<file path="src/design/bsfeu_regs.vh">
`ifndef BSFEU_REGS_VH
`define BSFEU_REGS_VH

// APB byte addresses
`define BSFEU_ADDR_STATUS 12'h000
`define BSFEU_ADDR_RESULT 12'h004
`define BSFEU_ADDR_CONTROL 12'h008
`define BSFEU_ADDR_COUNT 12'h00C

// Reset values
`define BSFEU_STATUS_RESET 8'h00
`define BSFEU_RESULT_RESET 8'h00
`define BSFEU_CONTROL_RESET 1'h1
`define BSFEU_COUNT_RESET 16'h0000

// Control register fields
`define BSFEU_CTRL_EXEC_BIT 0

// Status register flag positions
`define BSFEU_FLAG_C 3'h0
`define BSFEU_FLAG_Z 3'h1
`define BSFEU_FLAG_N 3'h2
`define BSFEU_FLAG_V 3'h3
`define BSFEU_FLAG_S 3'h4
`define BSFEU_FLAG_H 3'h5
`define BSFEU_FLAG_T 3'h6
`define BSFEU_FLAG_I 3'h7

// Operation codes
`define BSFEU_OP_IDLE 5'h00
`define BSFEU_OP_SHL 5'h01
`define BSFEU_OP_SHR 5'h02
`define BSFEU_OP_ROTL 5'h03
`define BSFEU_OP_ROTR 5'h04
`define BSFEU_OP_ASHR 5'h05
`define BSFEU_OP_SWAP 5'h06
`define BSFEU_OP_STSET 5'h07
`define BSFEU_OP_STCLR 5'h08
`define BSFEU_OP_IOSET 5'h09
`define BSFEU_OP_IOCLR 5'h0A
`define BSFEU_OP_TSTORE 5'h0B
`define BSFEU_OP_TLOAD 5'h0C
`define BSFEU_OP_BRK 5'h0D
`define BSFEU_OP_SLP 5'h0E
`define BSFEU_OP_WDOG 5'h0F
// Dedicated flag ops: bit 4 set, bit 3 = value, bits 2:0 = flag
`define BSFEU_OP_DEDICATED_BIT 4
`define BSFEU_OP_VALUE_BIT 3

// Every operation of this unit completes in one clock
`define BSFEU_EXEC_CYCLES 1

`endif

</file>
<file path="src/design/bsfeu_core.v">
// What this block does
// [RULE1] Left shift: bits up, zero into bit 0, old bit 7 to carry; one cycle.
// [RULE2] Right shift: bits down, zero into bit 7, old bit 0 to carry.
// [RULE3] Rotate left through carry: old carry into bit 0, bit 7 to carry.
// [RULE4] Rotate right through carry: old carry into bit 7, bit 0 to carry.
// [RULE5] Arithmetic right shift keeps the sign bit, one cycle.
// [RULE6] Nibble swap exchanges halves, flags untouched, one cycle.
// [RULE7] Status set/clear forces only the selected status bit.
// [RULE8] I/O bit set/clear writes the chosen bit, no flag change.
// [RULE9] Bit store copies register bit to T; bit load copies T back.
// [RULE10] Interrupt enable sets I, disable clears I, nothing else.
// [RULE11] Dedicated ops set or clear one named flag each.
// [RULE12] All shift, rotate, swap, flag and transfer ops take one cycle.
// [RULE13] Idle instruction changes nothing and takes one cycle.
// [RULE14] Break, sleep, watchdog restart pulse their request, one cycle.
// [RULE15] Shift flags: Z on zero, N is bit 7, V is N^C, S is N^V.
// [RULE16] Left shift and rotate left load H from operand bit 3.
`include "bsfeu_regs.vh"

module bsfeu_core (
  // Clock and reset
  input wire clk,
  input wire rstn,
  // Instruction from decoder
  input wire instValid,
  input wire [4:0] opCode,
  input wire [2:0] bitSel,
  input wire [5:0] ioAddr,
  input wire [7:0] rdIn,
  // Register file write back
  output reg [7:0] rdOut,
  output reg rdWrite,
  // I/O bit write
  output reg [5:0] ioAddrOut,
  output reg [2:0] ioBitIdx,
  output reg ioBitValue,
  output reg ioBitWrite,
  // Requests to debug, power and watchdog units
  output reg breakReq,
  output reg sleepReq,
  output reg wdtRestartReq,
  // Completion and status register
  output reg instDone,
  output reg [7:0] statusRegister,
  // APB slave
  input wire psel,
  input wire penable,
  input wire pwrite,
  input wire [11:0] paddr,
  input wire [31:0] pwdata,
  output reg pready,
  output reg [31:0] prdata,
  output reg pslverr
);

  reg [7:0] lastResult;
  reg execEnable;
  reg [15:0] instCount;

  reg [7:0] next_statusRegister;
  reg [7:0] next_rdOut;
  reg next_rdWrite;
  reg next_ioBitValue;
  reg next_ioBitWrite;
  reg next_breakReq;
  reg next_sleepReq;
  reg next_wdtRestartReq;
  reg [31:0] next_prdata;
  reg next_pslverr;

  wire execute;
  wire apbAccess;
  wire apbCommit;
  wire [7:0] shResult;
  wire shCarry;
  wire shZero;
  wire shNeg;
  wire shOvf;
  wire shSign;
  wire shHalf;

  // One-hot mask for a bit index
  function [7:0] bitMask;
    input [2:0] idx;
    begin
      bitMask = 8'h01 << idx;
    end
  endfunction

  // Address match, used by both read and write paths
  function addrHit;
    input [11:0] addr;
    input [11:0] target;
    begin
      addrHit = (addr == target);
    end
  endfunction

  // Refused while execution is disabled by software
  assign execute = instValid & execEnable;
  assign apbAccess = psel & penable;
  assign apbCommit = apbAccess & pready;

  bsfeu_shifter uShifter (
    .opCode(opCode),
    .operand(rdIn),
    .carryIn(statusRegister[`BSFEU_FLAG_C]),
    .result(shResult),
    .carryOut(shCarry),
    .zeroOut(shZero),
    .negOut(shNeg),
    .ovfOut(shOvf),
    .signOut(shSign),
    .halfOut(shHalf)
  );

  always @*
  begin
    next_statusRegister = statusRegister;
    next_rdOut = rdIn;
    next_rdWrite = 1'b0;
    next_ioBitValue = 1'b0;
    next_ioBitWrite = 1'b0;
    next_breakReq = 1'b0;
    next_sleepReq = 1'b0;
    next_wdtRestartReq = 1'b0;
    // Software write; an instruction in the same cycle overrides it
    if (apbCommit && pwrite && addrHit(paddr, `BSFEU_ADDR_STATUS))
    begin
      next_statusRegister = pwdata[7:0];
    end
    if (execute)
    begin
      next_statusRegister = statusRegister;
      if (opCode[`BSFEU_OP_DEDICATED_BIT])
      begin
        // [RULE10] [RULE11] Single named flag
        next_statusRegister[opCode[2:0]] = opCode[`BSFEU_OP_VALUE_BIT];
      end
      else
      begin
        case (opCode)
          // [RULE1] [RULE3] [RULE16] Left ops with half carry
          `BSFEU_OP_SHL, `BSFEU_OP_ROTL:
          begin
            next_rdOut = shResult;
            next_rdWrite = 1'b1;
            next_statusRegister[`BSFEU_FLAG_C] = shCarry;
            next_statusRegister[`BSFEU_FLAG_Z] = shZero;
            next_statusRegister[`BSFEU_FLAG_N] = shNeg;
            next_statusRegister[`BSFEU_FLAG_V] = shOvf;
            next_statusRegister[`BSFEU_FLAG_S] = shSign;
            next_statusRegister[`BSFEU_FLAG_H] = shHalf;
          end
          // [RULE2] [RULE4] [RULE5] Right ops keep half carry
          `BSFEU_OP_SHR, `BSFEU_OP_ROTR, `BSFEU_OP_ASHR:
          begin
            next_rdOut = shResult;
            next_rdWrite = 1'b1;
            next_statusRegister[`BSFEU_FLAG_C] = shCarry;
            next_statusRegister[`BSFEU_FLAG_Z] = shZero;
            next_statusRegister[`BSFEU_FLAG_N] = shNeg;
            next_statusRegister[`BSFEU_FLAG_V] = shOvf;
            next_statusRegister[`BSFEU_FLAG_S] = shSign;
          end
          // [RULE6] Nibble swap
          `BSFEU_OP_SWAP:
          begin
            next_rdOut = {rdIn[3:0], rdIn[7:4]};
            next_rdWrite = 1'b1;
          end
          // [RULE7] Selected status bit
          `BSFEU_OP_STSET:
          begin
            next_statusRegister = statusRegister | bitMask(bitSel);
          end
          `BSFEU_OP_STCLR:
          begin
            next_statusRegister = statusRegister & ~bitMask(bitSel);
          end
          // [RULE8] I/O bit write
          `BSFEU_OP_IOSET:
          begin
            next_ioBitValue = 1'b1;
            next_ioBitWrite = 1'b1;
          end
          `BSFEU_OP_IOCLR:
          begin
            next_ioBitValue = 1'b0;
            next_ioBitWrite = 1'b1;
          end
          // [RULE9] Register bit to T
          `BSFEU_OP_TSTORE:
          begin
            next_statusRegister[`BSFEU_FLAG_T] = rdIn[bitSel];
          end
          // [RULE9] T to register bit
          `BSFEU_OP_TLOAD:
          begin
            if (statusRegister[`BSFEU_FLAG_T])
            begin
              next_rdOut = rdIn | bitMask(bitSel);
            end
            else
            begin
              next_rdOut = rdIn & ~bitMask(bitSel);
            end
            next_rdWrite = 1'b1;
          end
          // [RULE14] Unit requests
          `BSFEU_OP_BRK:
          begin
            next_breakReq = 1'b1;
          end
          `BSFEU_OP_SLP:
          begin
            next_sleepReq = 1'b1;
          end
          `BSFEU_OP_WDOG:
          begin
            next_wdtRestartReq = 1'b1;
          end
          // [RULE13] Idle changes nothing
          default:
          begin
            next_rdWrite = 1'b0;
          end
        endcase
      end
    end
  end

  // Read data is captured in the first access cycle
  always @*
  begin
    next_prdata = 32'h0000_0000;
    next_pslverr = 1'b0;
    if (addrHit(paddr, `BSFEU_ADDR_STATUS))
    begin
      next_prdata = {24'h00_0000, statusRegister};
    end
    else if (addrHit(paddr, `BSFEU_ADDR_RESULT))
    begin
      next_prdata = {24'h00_0000, lastResult};
    end
    else if (addrHit(paddr, `BSFEU_ADDR_CONTROL))
    begin
      next_prdata = {31'h0000_0000, execEnable};
    end
    else if (addrHit(paddr, `BSFEU_ADDR_COUNT))
    begin
      next_prdata = {16'h0000, instCount};
    end
    else
    begin
      next_pslverr = 1'b1;
    end
  end

  // [RULE12] Results land at the next edge
  always @(posedge clk or negedge rstn)
  begin
    if (!rstn)
    begin
      statusRegister <= `BSFEU_STATUS_RESET;
      rdOut <= `BSFEU_RESULT_RESET;
      rdWrite <= 1'b0;
      ioAddrOut <= 6'h00;
      ioBitIdx <= 3'h0;
      ioBitValue <= 1'b0;
      ioBitWrite <= 1'b0;
      breakReq <= 1'b0;
      sleepReq <= 1'b0;
      wdtRestartReq <= 1'b0;
      instDone <= 1'b0;
      lastResult <= `BSFEU_RESULT_RESET;
      instCount <= `BSFEU_COUNT_RESET;
    end
    else
    begin
      statusRegister <= next_statusRegister;
      rdOut <= next_rdOut;
      rdWrite <= next_rdWrite;
      ioAddrOut <= ioAddr;
      ioBitIdx <= bitSel;
      ioBitValue <= next_ioBitValue;
      ioBitWrite <= next_ioBitWrite;
      breakReq <= next_breakReq;
      sleepReq <= next_sleepReq;
      wdtRestartReq <= next_wdtRestartReq;
      instDone <= execute;
      if (next_rdWrite)
      begin
        lastResult <= next_rdOut;
      end
      if (execute)
      begin
        instCount <= instCount + 16'h0001;
      end
    end
  end

  // APB slave: one wait state, so every output is a flop
  always @(posedge clk or negedge rstn)
  begin
    if (!rstn)
    begin
      pready <= 1'b0;
      prdata <= 32'h0000_0000;
      pslverr <= 1'b0;
      execEnable <= `BSFEU_CONTROL_RESET;
    end
    else
    begin
      pready <= apbAccess & ~pready;
      if (apbAccess && !pready)
      begin
        prdata <= pwrite ? 32'h0000_0000 : next_prdata;
        pslverr <= next_pslverr;
      end
      else if (!apbAccess)
      begin
        prdata <= 32'h0000_0000;
        pslverr <= 1'b0;
      end
      if (apbCommit && pwrite && addrHit(paddr, `BSFEU_ADDR_CONTROL))
      begin
        execEnable <= pwdata[`BSFEU_CTRL_EXEC_BIT];
      end
    end
  end

endmodule

</file>
<file path="src/design/bsfeu_shifter.v">
`include "bsfeu_regs.vh"

module bsfeu_shifter (
  // Operation and operand
  input wire [4:0] opCode,
  input wire [7:0] operand,
  input wire carryIn,
  // Result and flags
  output reg [7:0] result,
  output reg carryOut,
  output wire zeroOut,
  output wire negOut,
  output wire ovfOut,
  output wire signOut,
  output wire halfOut
);

  wire [7:0] upBits;
  wire [7:0] downBits;

  // Neighbour wiring shared by every shift flavour
  genvar i;
  generate
    for (i = 0; i < 7; i = i + 1)
    begin : gNeighbour
      assign upBits[i + 1] = operand[i];
      assign downBits[i] = operand[i + 1];
    end
  endgenerate
  assign upBits[0] = 1'b0;
  assign downBits[7] = 1'b0;

  always @*
  begin
    result = operand;
    carryOut = carryIn;
    case (opCode)
      // [RULE1] Shift left, zero fill
      `BSFEU_OP_SHL:
      begin
        result = upBits;
        carryOut = operand[7];
      end
      // [RULE2] Shift right, zero fill
      `BSFEU_OP_SHR:
      begin
        result = downBits;
        carryOut = operand[0];
      end
      // [RULE3] Rotate left via carry
      `BSFEU_OP_ROTL:
      begin
        result = {upBits[7:1], carryIn};
        carryOut = operand[7];
      end
      // [RULE4] Rotate right via carry
      `BSFEU_OP_ROTR:
      begin
        result = {carryIn, downBits[6:0]};
        carryOut = operand[0];
      end
      // [RULE5] Sign bit kept
      `BSFEU_OP_ASHR:
      begin
        result = {operand[7], downBits[6:0]};
        carryOut = operand[0];
      end
      default:
      begin
        result = operand;
        carryOut = carryIn;
      end
    endcase
  end

  // [RULE15] Derived result flags
  assign zeroOut = (result == 8'h00);
  assign negOut = result[7];
  assign ovfOut = negOut ^ carryOut;
  assign signOut = negOut ^ ovfOut;
  // [RULE16] Bit 3 moves into bit 4
  assign halfOut = operand[3];

endmodule
</file>
<file path="config.mk">
export PLATFORM = sky130hd
export DESIGN_NAME = bsfeu_core
export DESIGN_NICKNAME = d
export VERILOG_FILES = /design/src/design/bsfeu_core.v /design/src/design/bsfeu_shifter.v
export VERILOG_INCLUDE_DIRS = /design/src /design/src/design
export SDC_FILE = /design/constraint.sdc
export NUM_CORES = 1
export LEC_CHECK = 0
export CELL_PAD_IN_SITES_DETAIL_PLACEMENT = 0
export CELL_PAD_IN_SITES_GLOBAL_PLACEMENT = 1
export CORE_AREA = 3 3 84 118
export DETAILED_ROUTE_END_ITERATION = 10
export DIE_AREA = 0 0 87 121
export DONT_BUFFER_PORTS = 1
export PLACE_DENSITY_LB_ADDON = 0.1
export SLEW_MARGIN = 0
export SYNTH_ARGS = -nofsm -noshare
export SYNTH_HDL_FRONTEND = slang
export SYNTH_SLANG_ARGS = --single-unit
</file>
<file path="constraint.sdc">
create_clock -name clk -period 2.6 [get_ports clk]
set_input_delay 0.13 -clock clk [delete_from_list [all_inputs] [get_ports clk]]
set_output_delay 0.13 -clock clk [all_outputs]
set_load 0.02 [all_outputs]
</file>
==> results of run 1 <==
## stage by stage
stage | instance area [um^2] | util | setup slack [ps]
finish | 4720 | 0.526 | 499
detailed placement | 4150 | 0.462 | 485
global route | 4720 | 0.526 | 294
floorplan | 4220 | - | 572
global placement | 4150 | 0.462 | 500
CTS | 4720 | 0.526 | 475
## final cells by class
cell class              count  area, um^2  share of cell area
inverters                   6        22.5             0.00477
clock inverters             7        91.3              0.0193
multi-input cells         323        2050               0.434
flip-flops and latches     75        1880               0.398
well taps                 107         134              0.0283
repair buffers             33         325              0.0689
clock buffers               9         225              0.0477
## cell families (layout without fill, tap and decap cells)
logic type	after synthesis	in the layout	synth area share
buffers and inverters	52	55	0.0698
AND/OR/NAND/NOR	159	159	0.187
AO/OA/AOI/OAI	103	103	0.177
multiplexers	27	27	0.0752
flip-flops	75	75	0.451
XOR/XNOR	17	17	0.0358
other	1	16	0.000901
adder cells (fa/ha/maj)	1	1	0.00301
## state kept, by name, summed over array words and instances, names as in the netlist, 3 cells and up, named ones only
signal / cells
prdata: 16
statusRegister: 7
instCount: 16
ioAddrOut: 6
lastResult: 8
rdOut: 8
ioBitIdx: 3
## synthesized netlist by cell type, drive strengths merged (2+ instances only)
library cell,n,area [um^2]
dfrtp,74,1850
nor2,62,233
nand2,33,124
buf,31,211
o21ai,24,120
mux2i,20,200
a22o,19,166
a21oi,18,101
clkbuf,15,56.3
xnor2,14,123
nand3,11,55.1
nor3,8,40.0
nor3b,7,52.6
o211ai,7,52.6
a22oi,6,45.0
and3,6,37.5
inv,6,22.5
nand4,5,31.3
nor4,5,43.8
or3,5,31.3
a31oi,4,31.3
and2,4,26.3
mux2,4,45.0
nand2b,4,25.0
nand3b,4,30.0
a211oi,3,22.5
a221oi,3,26.3
mux4,3,67.6
o31ai,3,27.5
xor2,3,26.3
a222oi,2,20.0
a41oi,2,17.5
o21a,2,15.0
o22ai,2,12.5
## layer usage
layer	wire length, um	vias up	track usage
li1	-	1560	-
met1	4320	1602	0.257
met2	5810	116	0.380
met3	774	18	0.0571
met4	324	0	0.0975
met5	0	-	0
## power groups by stage
stage                     logic (mW)  registers (mW)  clock network (mW)
after global placement         0.128            1.23                   0
after detailed placement       0.129            1.23                   0
final                          0.183            1.21                1.30
after CTS                      0.185            1.21                1.33
after global routing           0.203            1.21                1.38
after floorplan                0.160            1.23                   0
## how the worst max path moves through the flow
stage | from | end | slack, ps | cells after the start
CTS | pready | statusRegister[2] | 480 | 6
global placement | pready | statusRegister[2] | 500 | 6
finish | pready | statusRegister[2] | 500 | 6
global route | pready | statusRegister[2] | 290 | 6
floorplan | pready | statusRegister[2] | 570 | 7
detailed placement | pready | statusRegister[2] | 490 | 6
## critical path, cell delays in order, from the launching register on
cell,delay [ps]
dfrtp_1,500
and3_1,230
nand3b_1,120
o31ai_2,390
and2_2,290
o21a_1,140
mux2_1,320
==> results by group, run 1 <==
Synth
  • Top FF cell, synth: dfrtp_1
  • Sequential area share after synthesis: 0.451
  • Fraction of registers with async set/reset: 1.00
  • Synth cell types: 60
  • Post-Syn Area per Cell: 9.56 um^2
  • Synth Instances: 435
  • Area of the mapped netlist: 4160 um^2
  • Synthesis-stage register bit count: 75
  • Ys Warns: 0
  • EDFF count, synth: 0

Global routing
  • Initial antenna violation count: 0
  • GRT overflow: 0
  • First-pass GRT wire length: 18100 um
  • Largest net degree at the start of global routing: 76
  • GRT Overall Usage: 0.222
  • Vias in the first global route: 3481

Min path
  • Worst Hold Path EP: rdOut[5]
  • Min-delay src: rdIn[6]
  • Hold path cells: 2
  • Worst min path class: in -> reg

Placement
  • Final GP Congestion: 0.860
  • Dpl hpwl: 8270 um
  • DP Cell Count: 520
  • IO Port Bufs: 0

Setup path
  • CP Capture Type: flip-flop
  • Worst r2r path cells: 6
  • Critical R2R Launch: pready
  • CP startpoint kind: flip-flop
  • Arrival @ worst endpoint: 2310 ps
  • FF-to-FF setup slack: 500 ps
  • Critical path peak fanout: 6
  • R2R Path End: statusRegister[2]
  • CP Data Required Time: 2810 ps
  • WS Path Type: reg -> reg

STA
  • RSZ-0062 raised after global routing: no
  • Final setup viols: 0
  • Final Critical Period: 2100 ps
  • Setup TNS: 0 ps
  • Max_slew headroom: 0.474
  • Fin Hold WS: 5.85 ps
  • Clock Skew: 6.54 ps
  • Max Freq: 476 MHz
  • Max-slew violations: 0
  • Hold Vio Cnt, Final: 0
  • Tcrit/Tclk final: 0.808
  • Least-Margin Pin Slew: 782 ps

Status
  • Status: finished, final reports clean

Pwr
  • Power, Total: 2.69 mW
  • PwrDens: 570 nW/um^2
  • Leak: 2.05 nW
  • Reg power frac: 0.450
  • Clock power frac: 0.482
  • Psw: 0.596 mW
  • P_int: 2.10 mW
  • Peak VDD IR: 0.000512 V
  • Sw Share: 0.221
  • Gate power share: 0.068

Clocking
  • CTS max path bufs: 2
  • CTS Hold Bufs: 24
  • Clk sinks: 75
  • Root buf cell: clkbuf_16
  • CTS resizes: 0
  • Clock input transition at the sequential cells of the worst setup and hold paths: 60 ps
  • Total CTS buffers: 9
  • CTS tree: yes
  • H-tree levels: 3
  • Worst skew pair latency: 330 ps
  • Setup bufs post-CTS: 0

Detailed routing
  • Pre-Repair DR Iteration Count: 4
  • Iter 0 DRT Violations: 155
  • DR WL/cell: 20.1 um
  • Overall routed net length: 11200 um
  • Drt drc: 0
  • ANT nets after route: 0
  • Vias: 3296
  • Vias per Instance: 5.89

Final layout
  • Area grow syn2layout: 13.6%
  • Antenna cell count: 0
  • Final Non-Filler Cells: 560
  • Most frequent cells in the layout: dfrtp_1 (74), nor2_1 (62), nand2_1 (33), dlygate4sd3_1 (23)
  • Layout cell share with drive strength beyond 1: 0.0905
  • Final-stage net count: 521
  • Final-layout fill cell count: 819
  • Commonest non-fill, non-tap cell in the layout: dfrtp_1

Floorplan
  • Initial Utilization: 0.463
  • I/O pin count: 138
  • Row count: 41
  • Die Area: 10500 um^2
  • Die span in x: 87 um
  • Die Height: 121 um
  • Core Area: 8980 um^2

Flow run
  • Max_cap viols: 0
No activity file was read; power rests on OpenSTA's default activity.
==> inputs of run 2 (changes only) <==
--- a/config.mk
+++ b/config.mk
@@ -8,9 +8,9 @@
 export LEC_CHECK = 0
 export CELL_PAD_IN_SITES_DETAIL_PLACEMENT = 0
 export CELL_PAD_IN_SITES_GLOBAL_PLACEMENT = 1
-export CORE_AREA = 3 3 84 118
+export CORE_AREA = 3 3 88 123
 export DETAILED_ROUTE_END_ITERATION = 10
-export DIE_AREA = 0 0 87 121
+export DIE_AREA = 0 0 91 126
 export DONT_BUFFER_PORTS = 1
 export PLACE_DENSITY_LB_ADDON = 0.1
 export SLEW_MARGIN = 0
==> constraint.sdc (replaced) <==
create_clock -name clk -period 1.9 [get_ports clk]
set_input_delay 0.095 -clock clk [delete_from_list [all_inputs] [get_ports clk]]
set_output_delay 0.095 -clock clk [all_outputs]
set_load 0.02 [all_outputs]
==> run 2 against run 1 <==
Setup slack worse by 410 ps. Count of clock-buffer cells in the layout up 2. Largest power group unchanged. Wire length is 5.1% higher. Clock skew shrank 3.9 ps. Sequential power is 37% higher. Hold slack gained 12 ps. First-iteration DRC count increased by 1.3%. Maximum frequency is 16% higher. Clock power increased by 31%. Global-route usage decreased by 1.2 points.
==> results by group, run 2 (synthesized netlist as in run 1, its figures left out) <==
Final layout
  • Post-layout util: 0.506 (-0.0200)
  • Area grow syn2layout: 20.5%
  • Top flop regs: instCount (16), prdata (16)
  • Commonest non-fill, non-tap cell in the layout: dfrtp_1
  • Final Non-Filler Cells: 615 (+9.8%)
  • Final-layout fill cell count: 971 (+19%)
  • Final-stage net count: 549 (+5.4%)
  • Most frequent cells in the layout: dfrtp_1 (72), nor2_1 (60), buf_4 (33), nand2_1 (32), dlygate4sd3_1 (26)
  • Layout cell share with drive strength beyond 1: 0.152 (+0.0616)
  • Post-route design area: 5010 um^2 (+6.1%)
  • FF/Latch Area: 1880 um^2 (+0.13%)
  • Antenna cell count: 0 (unchanged)
  • Multi-input logic area: 2090 um^2 (+2.1%)

Setup path
  • Crit-path slowest cell: dfstp_2
  • Critical path endpoint: statusRegister[6]
  • Critical R2R Launch: execEnable
  • Critical path peak fanout: 9 (+3)
  • CP peak stage delay: 540 ps (+40 ps)
  • WS Path Type: reg -> reg
  • Cells along the critical path: nand2_2, buf_6, or3_4, or3_1, o211ai_1, mux2_2
  • R2R Path End: statusRegister[6]
  • CP Data Required Time: 2170 ps (-640 ps)
  • CP Capture Type: flip-flop
  • Worst r2r path cells: 6 (unchanged)
  • CP startpoint kind: flip-flop
  • FF-to-FF setup slack: 90 ps (-410 ps)
  • CP startpoint: execEnable
  • Arrival @ worst endpoint: 2080 ps (-230 ps)

Clocking
  • H-tree levels: 3 (unchanged)
  • CTS tree: yes
  • CTS max path bufs: 2 (unchanged)
  • Worst skew pair latency: 330 ps (about the same)
  • Total CTS buffers: 9 (unchanged)
  • Root buf cell: clkbuf_16
  • Clk sinks: 75 (unchanged)
  • Clock input transition at the sequential cells of the worst setup and hold paths: 60 ps (about the same)

Floorplan
  • Die span in x: 91 um (+4.6%)
  • Initial Utilization: 0.420 (-0.0432)
  • I/O pin count: 138 (unchanged)
  • Die Area: 11500 um^2 (+8.9%)
  • Die Height: 126 um (+4.1%)
  • Row count: 43 (+4.9%)
  • Core Area: 9900 um^2 (+10%)

STA
  • Max Freq: 552 MHz (+16%)
  • Setup TNS: 0 ps (unchanged)
  • Worst setup margin: 87.7 ps (-411 ps)
  • Final Critical Period: 1810 ps (-289 ps)
  • Max_slew headroom: 0.661 (+0.186)
  • Tcrit/Tclk final: 0.954 (+0.146)
  • Least-Margin Pin Slew: 509 ps (-273 ps)
  • Fin Hold WS: 17.4 ps (+11.6 ps)
  • Max-slew violations: 0 (unchanged)
  • Clock Skew: 2.61 ps (-3.94 ps)
  • Final setup viols: 0 (unchanged)
  • Hold Vio Cnt, Final: 0 (unchanged)

Global routing
  • GRT Overall Usage: 0.210 (-0.0117)
  • GRT overflow: 0 (unchanged)
  • First-pass GRT wire length: 18700 um (+3.4%)
  • Largest net degree at the start of global routing: 76 (unchanged)
  • Vias in the first global route: 3445 (-1.0%)
  • Initial antenna violation count: 0 (unchanged)

Detailed routing
  • DR WL/cell: 19.2 um (-4.3%)
  • Vias: 3408 (+3.4%)
  • ANT nets after route: 0 (unchanged)
  • Pre-Repair DR Iteration Count: 4 (unchanged)
  • Iter 0 DRT Violations: 157 (+1.3%)
  • Drt drc: 0 (unchanged)
  • Vias per Instance: 5.54 (-5.8%)
  • Overall routed net length: 11800 um (+5.1%)

Min path
  • Worst min path class: in -> reg

Pwr
  • Leak: 2.19 nW (+6.9%)
  • Power, Total: 3.63 mW (+35%)
  • PwrDens: 725 nW/um^2 (+27%)
  • Peak VDD IR: 0.000347 V (-32%)

Status
  • Status: finished, final reports clean

Placement
  • IO Port Bufs: 0 (unchanged)
  • Dpl cell area: 4380 um^2 (+5.5%)
  • Final GP Congestion: 0.887 (+3.1%)
  • DP Cell Count: 572 (+10%)
  • Dpl hpwl: 8840 um (+6.9%)
  • Placement Setup Slack: 32.6 ps (-453 ps)

Flow run
  • Max_cap viols: 0 (unchanged)
## run 2: repair_timing
item / CTS / global route
hold buffers: 27 / 0
setup buffers: 0 / 1
setup endpoints to repair: 0 / 24
resized for setup: 0 / 9
hold endpoints to repair: 102 / 0
## run 2: layer usage
metal / wire length (um) / GRT usage / part of all wire
met5: 0 / 0 / 0
met4: 452 / 0.109 / 0.038
met3: 713 / 0.0538 / 0.060
met2: 6180 / 0.364 / 0.52
met1: 4470 / 0.237 / 0.38
## run 2: worst min-delay path by stage
| stage | from | end | slack [ps] | depth (start not counted) |
|---|---|---|---|---|
| finish | pwdata[3] | statusRegister[3] | 20 | 2 |
| global route | opCode[4] | ioBitWrite | 40 | 3 |
| CTS | pwdata[3] | statusRegister[3] | 5 | 2 |
| detailed placement | rstn | ioAddrOut[1] | -200 | 0 |
| global placement | rstn | ioAddrOut[1] | -200 | 0 |
| floorplan | rstn | async pin | -200 | 0 |
## run 2: worst max-delay path: cells and delay by family (launching register included)
kind	cells	cell delay, ps
simple gates	3	800
flops	1	540
mux	1	180
buf+inv	1	140
compound gates	1	90
## run 2: power by group
group	internal (mW)	switching [mW]	leakage (nW)
clock	1.08	0.619	0.152
sequential	1.62	0.0366	0.995
combinational	0.120	0.157	1.05
total	2.82	0.813	2.19
## run 2: final cells by class
cell class,instances,area share
Tap cell,135,0.0337
Clock inverter,4,0.00974
Clock buffer,11,0.0504
Inverter,6,0.00449
Multi-Input combinational cell,323,0.417
Timing Repair Buffer,61,0.109
Sequential cell,75,0.375
==> inputs of run 3 (changes only) <==
--- a/config.mk
+++ b/config.mk
@@ -8,12 +8,14 @@
 export LEC_CHECK = 0
 export CELL_PAD_IN_SITES_DETAIL_PLACEMENT = 0
 export CELL_PAD_IN_SITES_GLOBAL_PLACEMENT = 1
-export CORE_AREA = 3 3 88 123
+export CORE_AREA = 3 3 90 126
+export CTS_CLUSTER_SIZE = 16
 export DETAILED_ROUTE_END_ITERATION = 10
-export DIE_AREA = 0 0 91 126
+export DIE_AREA = 0 0 93 129
 export DONT_BUFFER_PORTS = 1
 export PLACE_DENSITY_LB_ADDON = 0.1
 export SLEW_MARGIN = 0
 export SYNTH_ARGS = -nofsm -noshare
 export SYNTH_HDL_FRONTEND = slang
+export SYNTH_HIERARCHICAL = 1
 export SYNTH_SLANG_ARGS = --single-unit
==> run 3 against run 2 <==
The run now ends with negative setup slack left. Setup slack got worse by 110 ps. Area after synthesis rose by 5.3%. Global-route usage rose by 1.1 points. Clock power barely moved. Die area rose by 4.6%.
==> results by group, run 3 <==
Synth
  • Area of the mapped netlist: 4380 um^2 (+5.3%)
  • EDFF count, synth: 0 (unchanged)
  • Sequential area share after synthesis: 0.429 (-0.0226)
  • Ranking of synthesized cells by area: dfrtp_1 (42%), nor2_1 (5.2%), nand2_1 (4.3%), buf_4 (3.1%), mux2i_1 (2.5%)
  • Fraction of registers with async set/reset: 1.00 (unchanged)
  • Ys Warns: 6 (+6)
  • Largest area contributor in the netlist: dfrtp_1
  • Synthesis-stage register bit count: 75 (unchanged)
  • Top FF cell, synth: dfrtp_1
  • Commonest cells post-synth: dfrtp_1 (74), nor2_1 (61), nand2_1 (50), o21ai_0 (20), buf_4 (18)
  • Most common cell in the netlist: dfrtp_1
  • Fraction of post-synthesis cell area in the top cell type by area: 0.423 (-0.0223)
  • Synth cell types: 74 (+23%)
  • Post-Syn Area per Cell: 9.36 um^2 (-2.2%)
  • Synth Instances: 468 (+7.6%)

Floorplan
  • Die span in x: 93 um (+2.2%)
  • I/O pin count: 138 (unchanged)
  • Row count: 44 (+2.3%)
  • Initial Utilization: 0.423 (+0.00287)
  • Die Area: 12000 um^2 (+4.6%)
  • Die Height: 129 um (+2.4%)
  • Core Area: 10300 um^2 (+4.5%)

Final layout
  • Most frequent cells in the layout: dfrtp_1 (73), nor2_1 (61), nand2_1 (50), dlygate4sd3_1 (30), buf_4 (27)
  • Multi-input logic area: 2280 um^2 (+9.0%)
  • Final-layout fill cell count: 1041 (+7.2%)
  • Commonest non-fill, non-tap cell in the layout: dfrtp_1
  • Layout cell share with drive strength beyond 1: 0.136 (-0.0156)
  • FF/Latch Area: 1880 um^2 (about the same)
  • Antenna cell count: 0 (unchanged)
  • Top flop regs: instCount (16), prdata (16)
  • Final-stage net count: 581 (+5.8%)
  • Post-route design area: 5180 um^2 (+3.4%)
  • Area grow syn2layout: 18.4%
  • Final Non-Filler Cells: 651 (+5.9%)

STA
  • Least-Margin Pin Slew: 680 ps (+171 ps)
  • Hold Vio Cnt, Final: 0 (unchanged)
  • Tcrit/Tclk final: 1.01 (+0.0596)
  • Max Freq: 519 MHz (-5.9%)
  • Max-slew violations: 0 (unchanged)
  • RSZ-0062 raised after global routing: yes
  • Final setup viols: 1 (+1)
  • Max_slew headroom: 0.547 (-0.114)
  • Worst setup margin: -25.6 ps (-113 ps)
  • Final Critical Period: 1930 ps (+113 ps)
  • Clock Skew: 5.59 ps (+2.99 ps)

Global routing
  • GRT Overall Usage: 0.221 (+0.0105)
  • Largest net degree at the start of global routing: 76 (unchanged)
  • First-pass GRT wire length: 20300 um (+8.8%)
  • Initial antenna violation count: 0 (unchanged)
  • Vias in the first global route: 3667 (+6.4%)
  • GRT overflow: 0 (unchanged)

Clocking
  • CTS tree: yes
  • H-tree levels: 3 (unchanged)
  • Clk sinks: 75 (unchanged)
  • Root buf cell: clkbuf_16
  • CTS max path bufs: 2 (unchanged)
  • Worst skew pair latency: 340 ps (about the same)
  • Clock input transition at the sequential cells of the worst setup and hold paths: 60 ps (about the same)
  • Total CTS buffers: 9 (unchanged)

Pwr
  • Peak VDD IR: 0.000325 V (-6.3%)
  • Power, Total: 3.68 mW (+1.3%)
  • Leak: 2.37 nW (+8.2%)
  • PwrDens: 709 nW/um^2 (-2.1%)

Detailed routing
  • Vias per Instance: 5.62 (+1.5%)
  • Vias: 3661 (+7.4%)
  • DR WL/cell: 19.9 um (+3.8%)
  • Overall routed net length: 13000 um (+9.9%)
  • ANT nets after route: 0 (unchanged)
  • Iter 0 DRT Violations: 298 (+90%)
  • Drt drc: 0 (unchanged)
  • Pre-Repair DR Iteration Count: 5 (+1)

Setup path
  • Critical path peak fanout: 3 (-6)
  • WS Path Type: reg -> reg
  • CP startpoint kind: flip-flop
  • CP Capture Type: flip-flop
  • Worst r2r path cells: 7 (+1)
  • Arrival @ worst endpoint: 2200 ps (+120 ps)
  • CP Data Required Time: 2180 ps (about the same)

Placement
  • Dpl hpwl: 9200 um (+4.0%)
  • IO Port Bufs: 0 (unchanged)
  • Final GP Congestion: 0.792 (-11%)
  • Dpl cell area: 4540 um^2 (+3.7%)
  • Placement Setup Slack: -40.9 ps (-73.5 ps)
  • DP Cell Count: 602 (+5.2%)

Status
  • Status: finished with violations
  • Violated checks: negative setup slack

Min path
  • Hold path cells: 2 (unchanged)
  • Worst min path class: in -> reg

Flow run
  • Max_cap viols: 0 (unchanged)
## run 3: logic make-up (layout without fill, tap and decap cells)
logic type | count (synthesis) | after routing | share of synthesized area
simple gates | 197 | 197 | 0.236
buf+inv | 52 | 82 | 0.0657
mux | 21 | 21 | 0.0534
fa+ha+maj | 1 | 1 | 0.00286
xor+xnor | 18 | 18 | 0.0360
other cells | 1 | 16 | 0.000856
flops | 75 | 75 | 0.429
compound gates | 103 | 103 | 0.176
## run 3: metal layers
metal / global-route usage / wire, um / vias up
li1: - / - / 1741
met3: 0.0538 / 695 / 22
met5: 0 / 0 / -
met4: 0.0949 / 431 / 0
met1: 0.255 / 5080 / 1785
met2: 0.387 / 6770 / 113
## run 3: metrics by stage
| step | utilization | setup TNS, ps | hold WS, ps |
|---|---|---|---|
| after floorplan | - | -5.80 | -201 |
| after global placement | 0.439 | 0 | -199 |
| after detailed placement | 0.439 | -40.9 | -199 |
| after CTS | 0.500 | -35.0 | 10.5 |
| after global routing | 0.501 | -94.0 | 33.1 |
| final | 0.501 | -25.6 | 24.2 |
## run 3: where the power goes
group / switching [mW] / internal [mW] / leakage, nW / total (mW)
clock: 0.673 / 1.02 / 0.139 / 1.69
sequential: 0.0371 / 1.62 / 1.00 / 1.66
combinational: 0.182 / 0.151 / 1.23 / 0.333
## run 3: repair_timing
item,4_1_cts,5_1_grt
pin swaps,0,2
setup buffers,0,2
endpoints found under the setup margin,1,2
gates resized for setup,2,1
hold endpoints to repair,110,0
cloned,0,0
hold buffers,31,0
## run 3: final timing paths
kind                       slack (ps)                 to              start
max in group asynchronous        1250         execEnable               rstn
hold / removal                     20           breakReq          opCode[2]
setup / recovery                  -30  statusRegister[1]  statusRegister[0]
min in group asynchronous         290       ioAddrOut[3]               rstn
setup reg to reg                  -30  statusRegister[1]  statusRegister[0]
hold reg to reg                   470      instCount[15]      instCount[15]
## run 3: final cells by class
type / count / share of cell area
Multi-Input combinational cell: 356 / 0.440
Sequential cell: 75 / 0.362
Timing Repair Buffer: 58 / 0.102
Clock buffer: 10 / 0.0442
Tap cell: 138 / 0.0333
Clock inverter: 6 / 0.0123
Inverter: 8 / 0.00579
## run 3: critical path, cell delays in order, from the launching register on
cell,delay (ps)
dfrtp_2,410
and3_1,160
a221o_1,280
or4_4,550
nor3_4,130
o21ai_1,80
o21ai_1,110
mux2_2,150
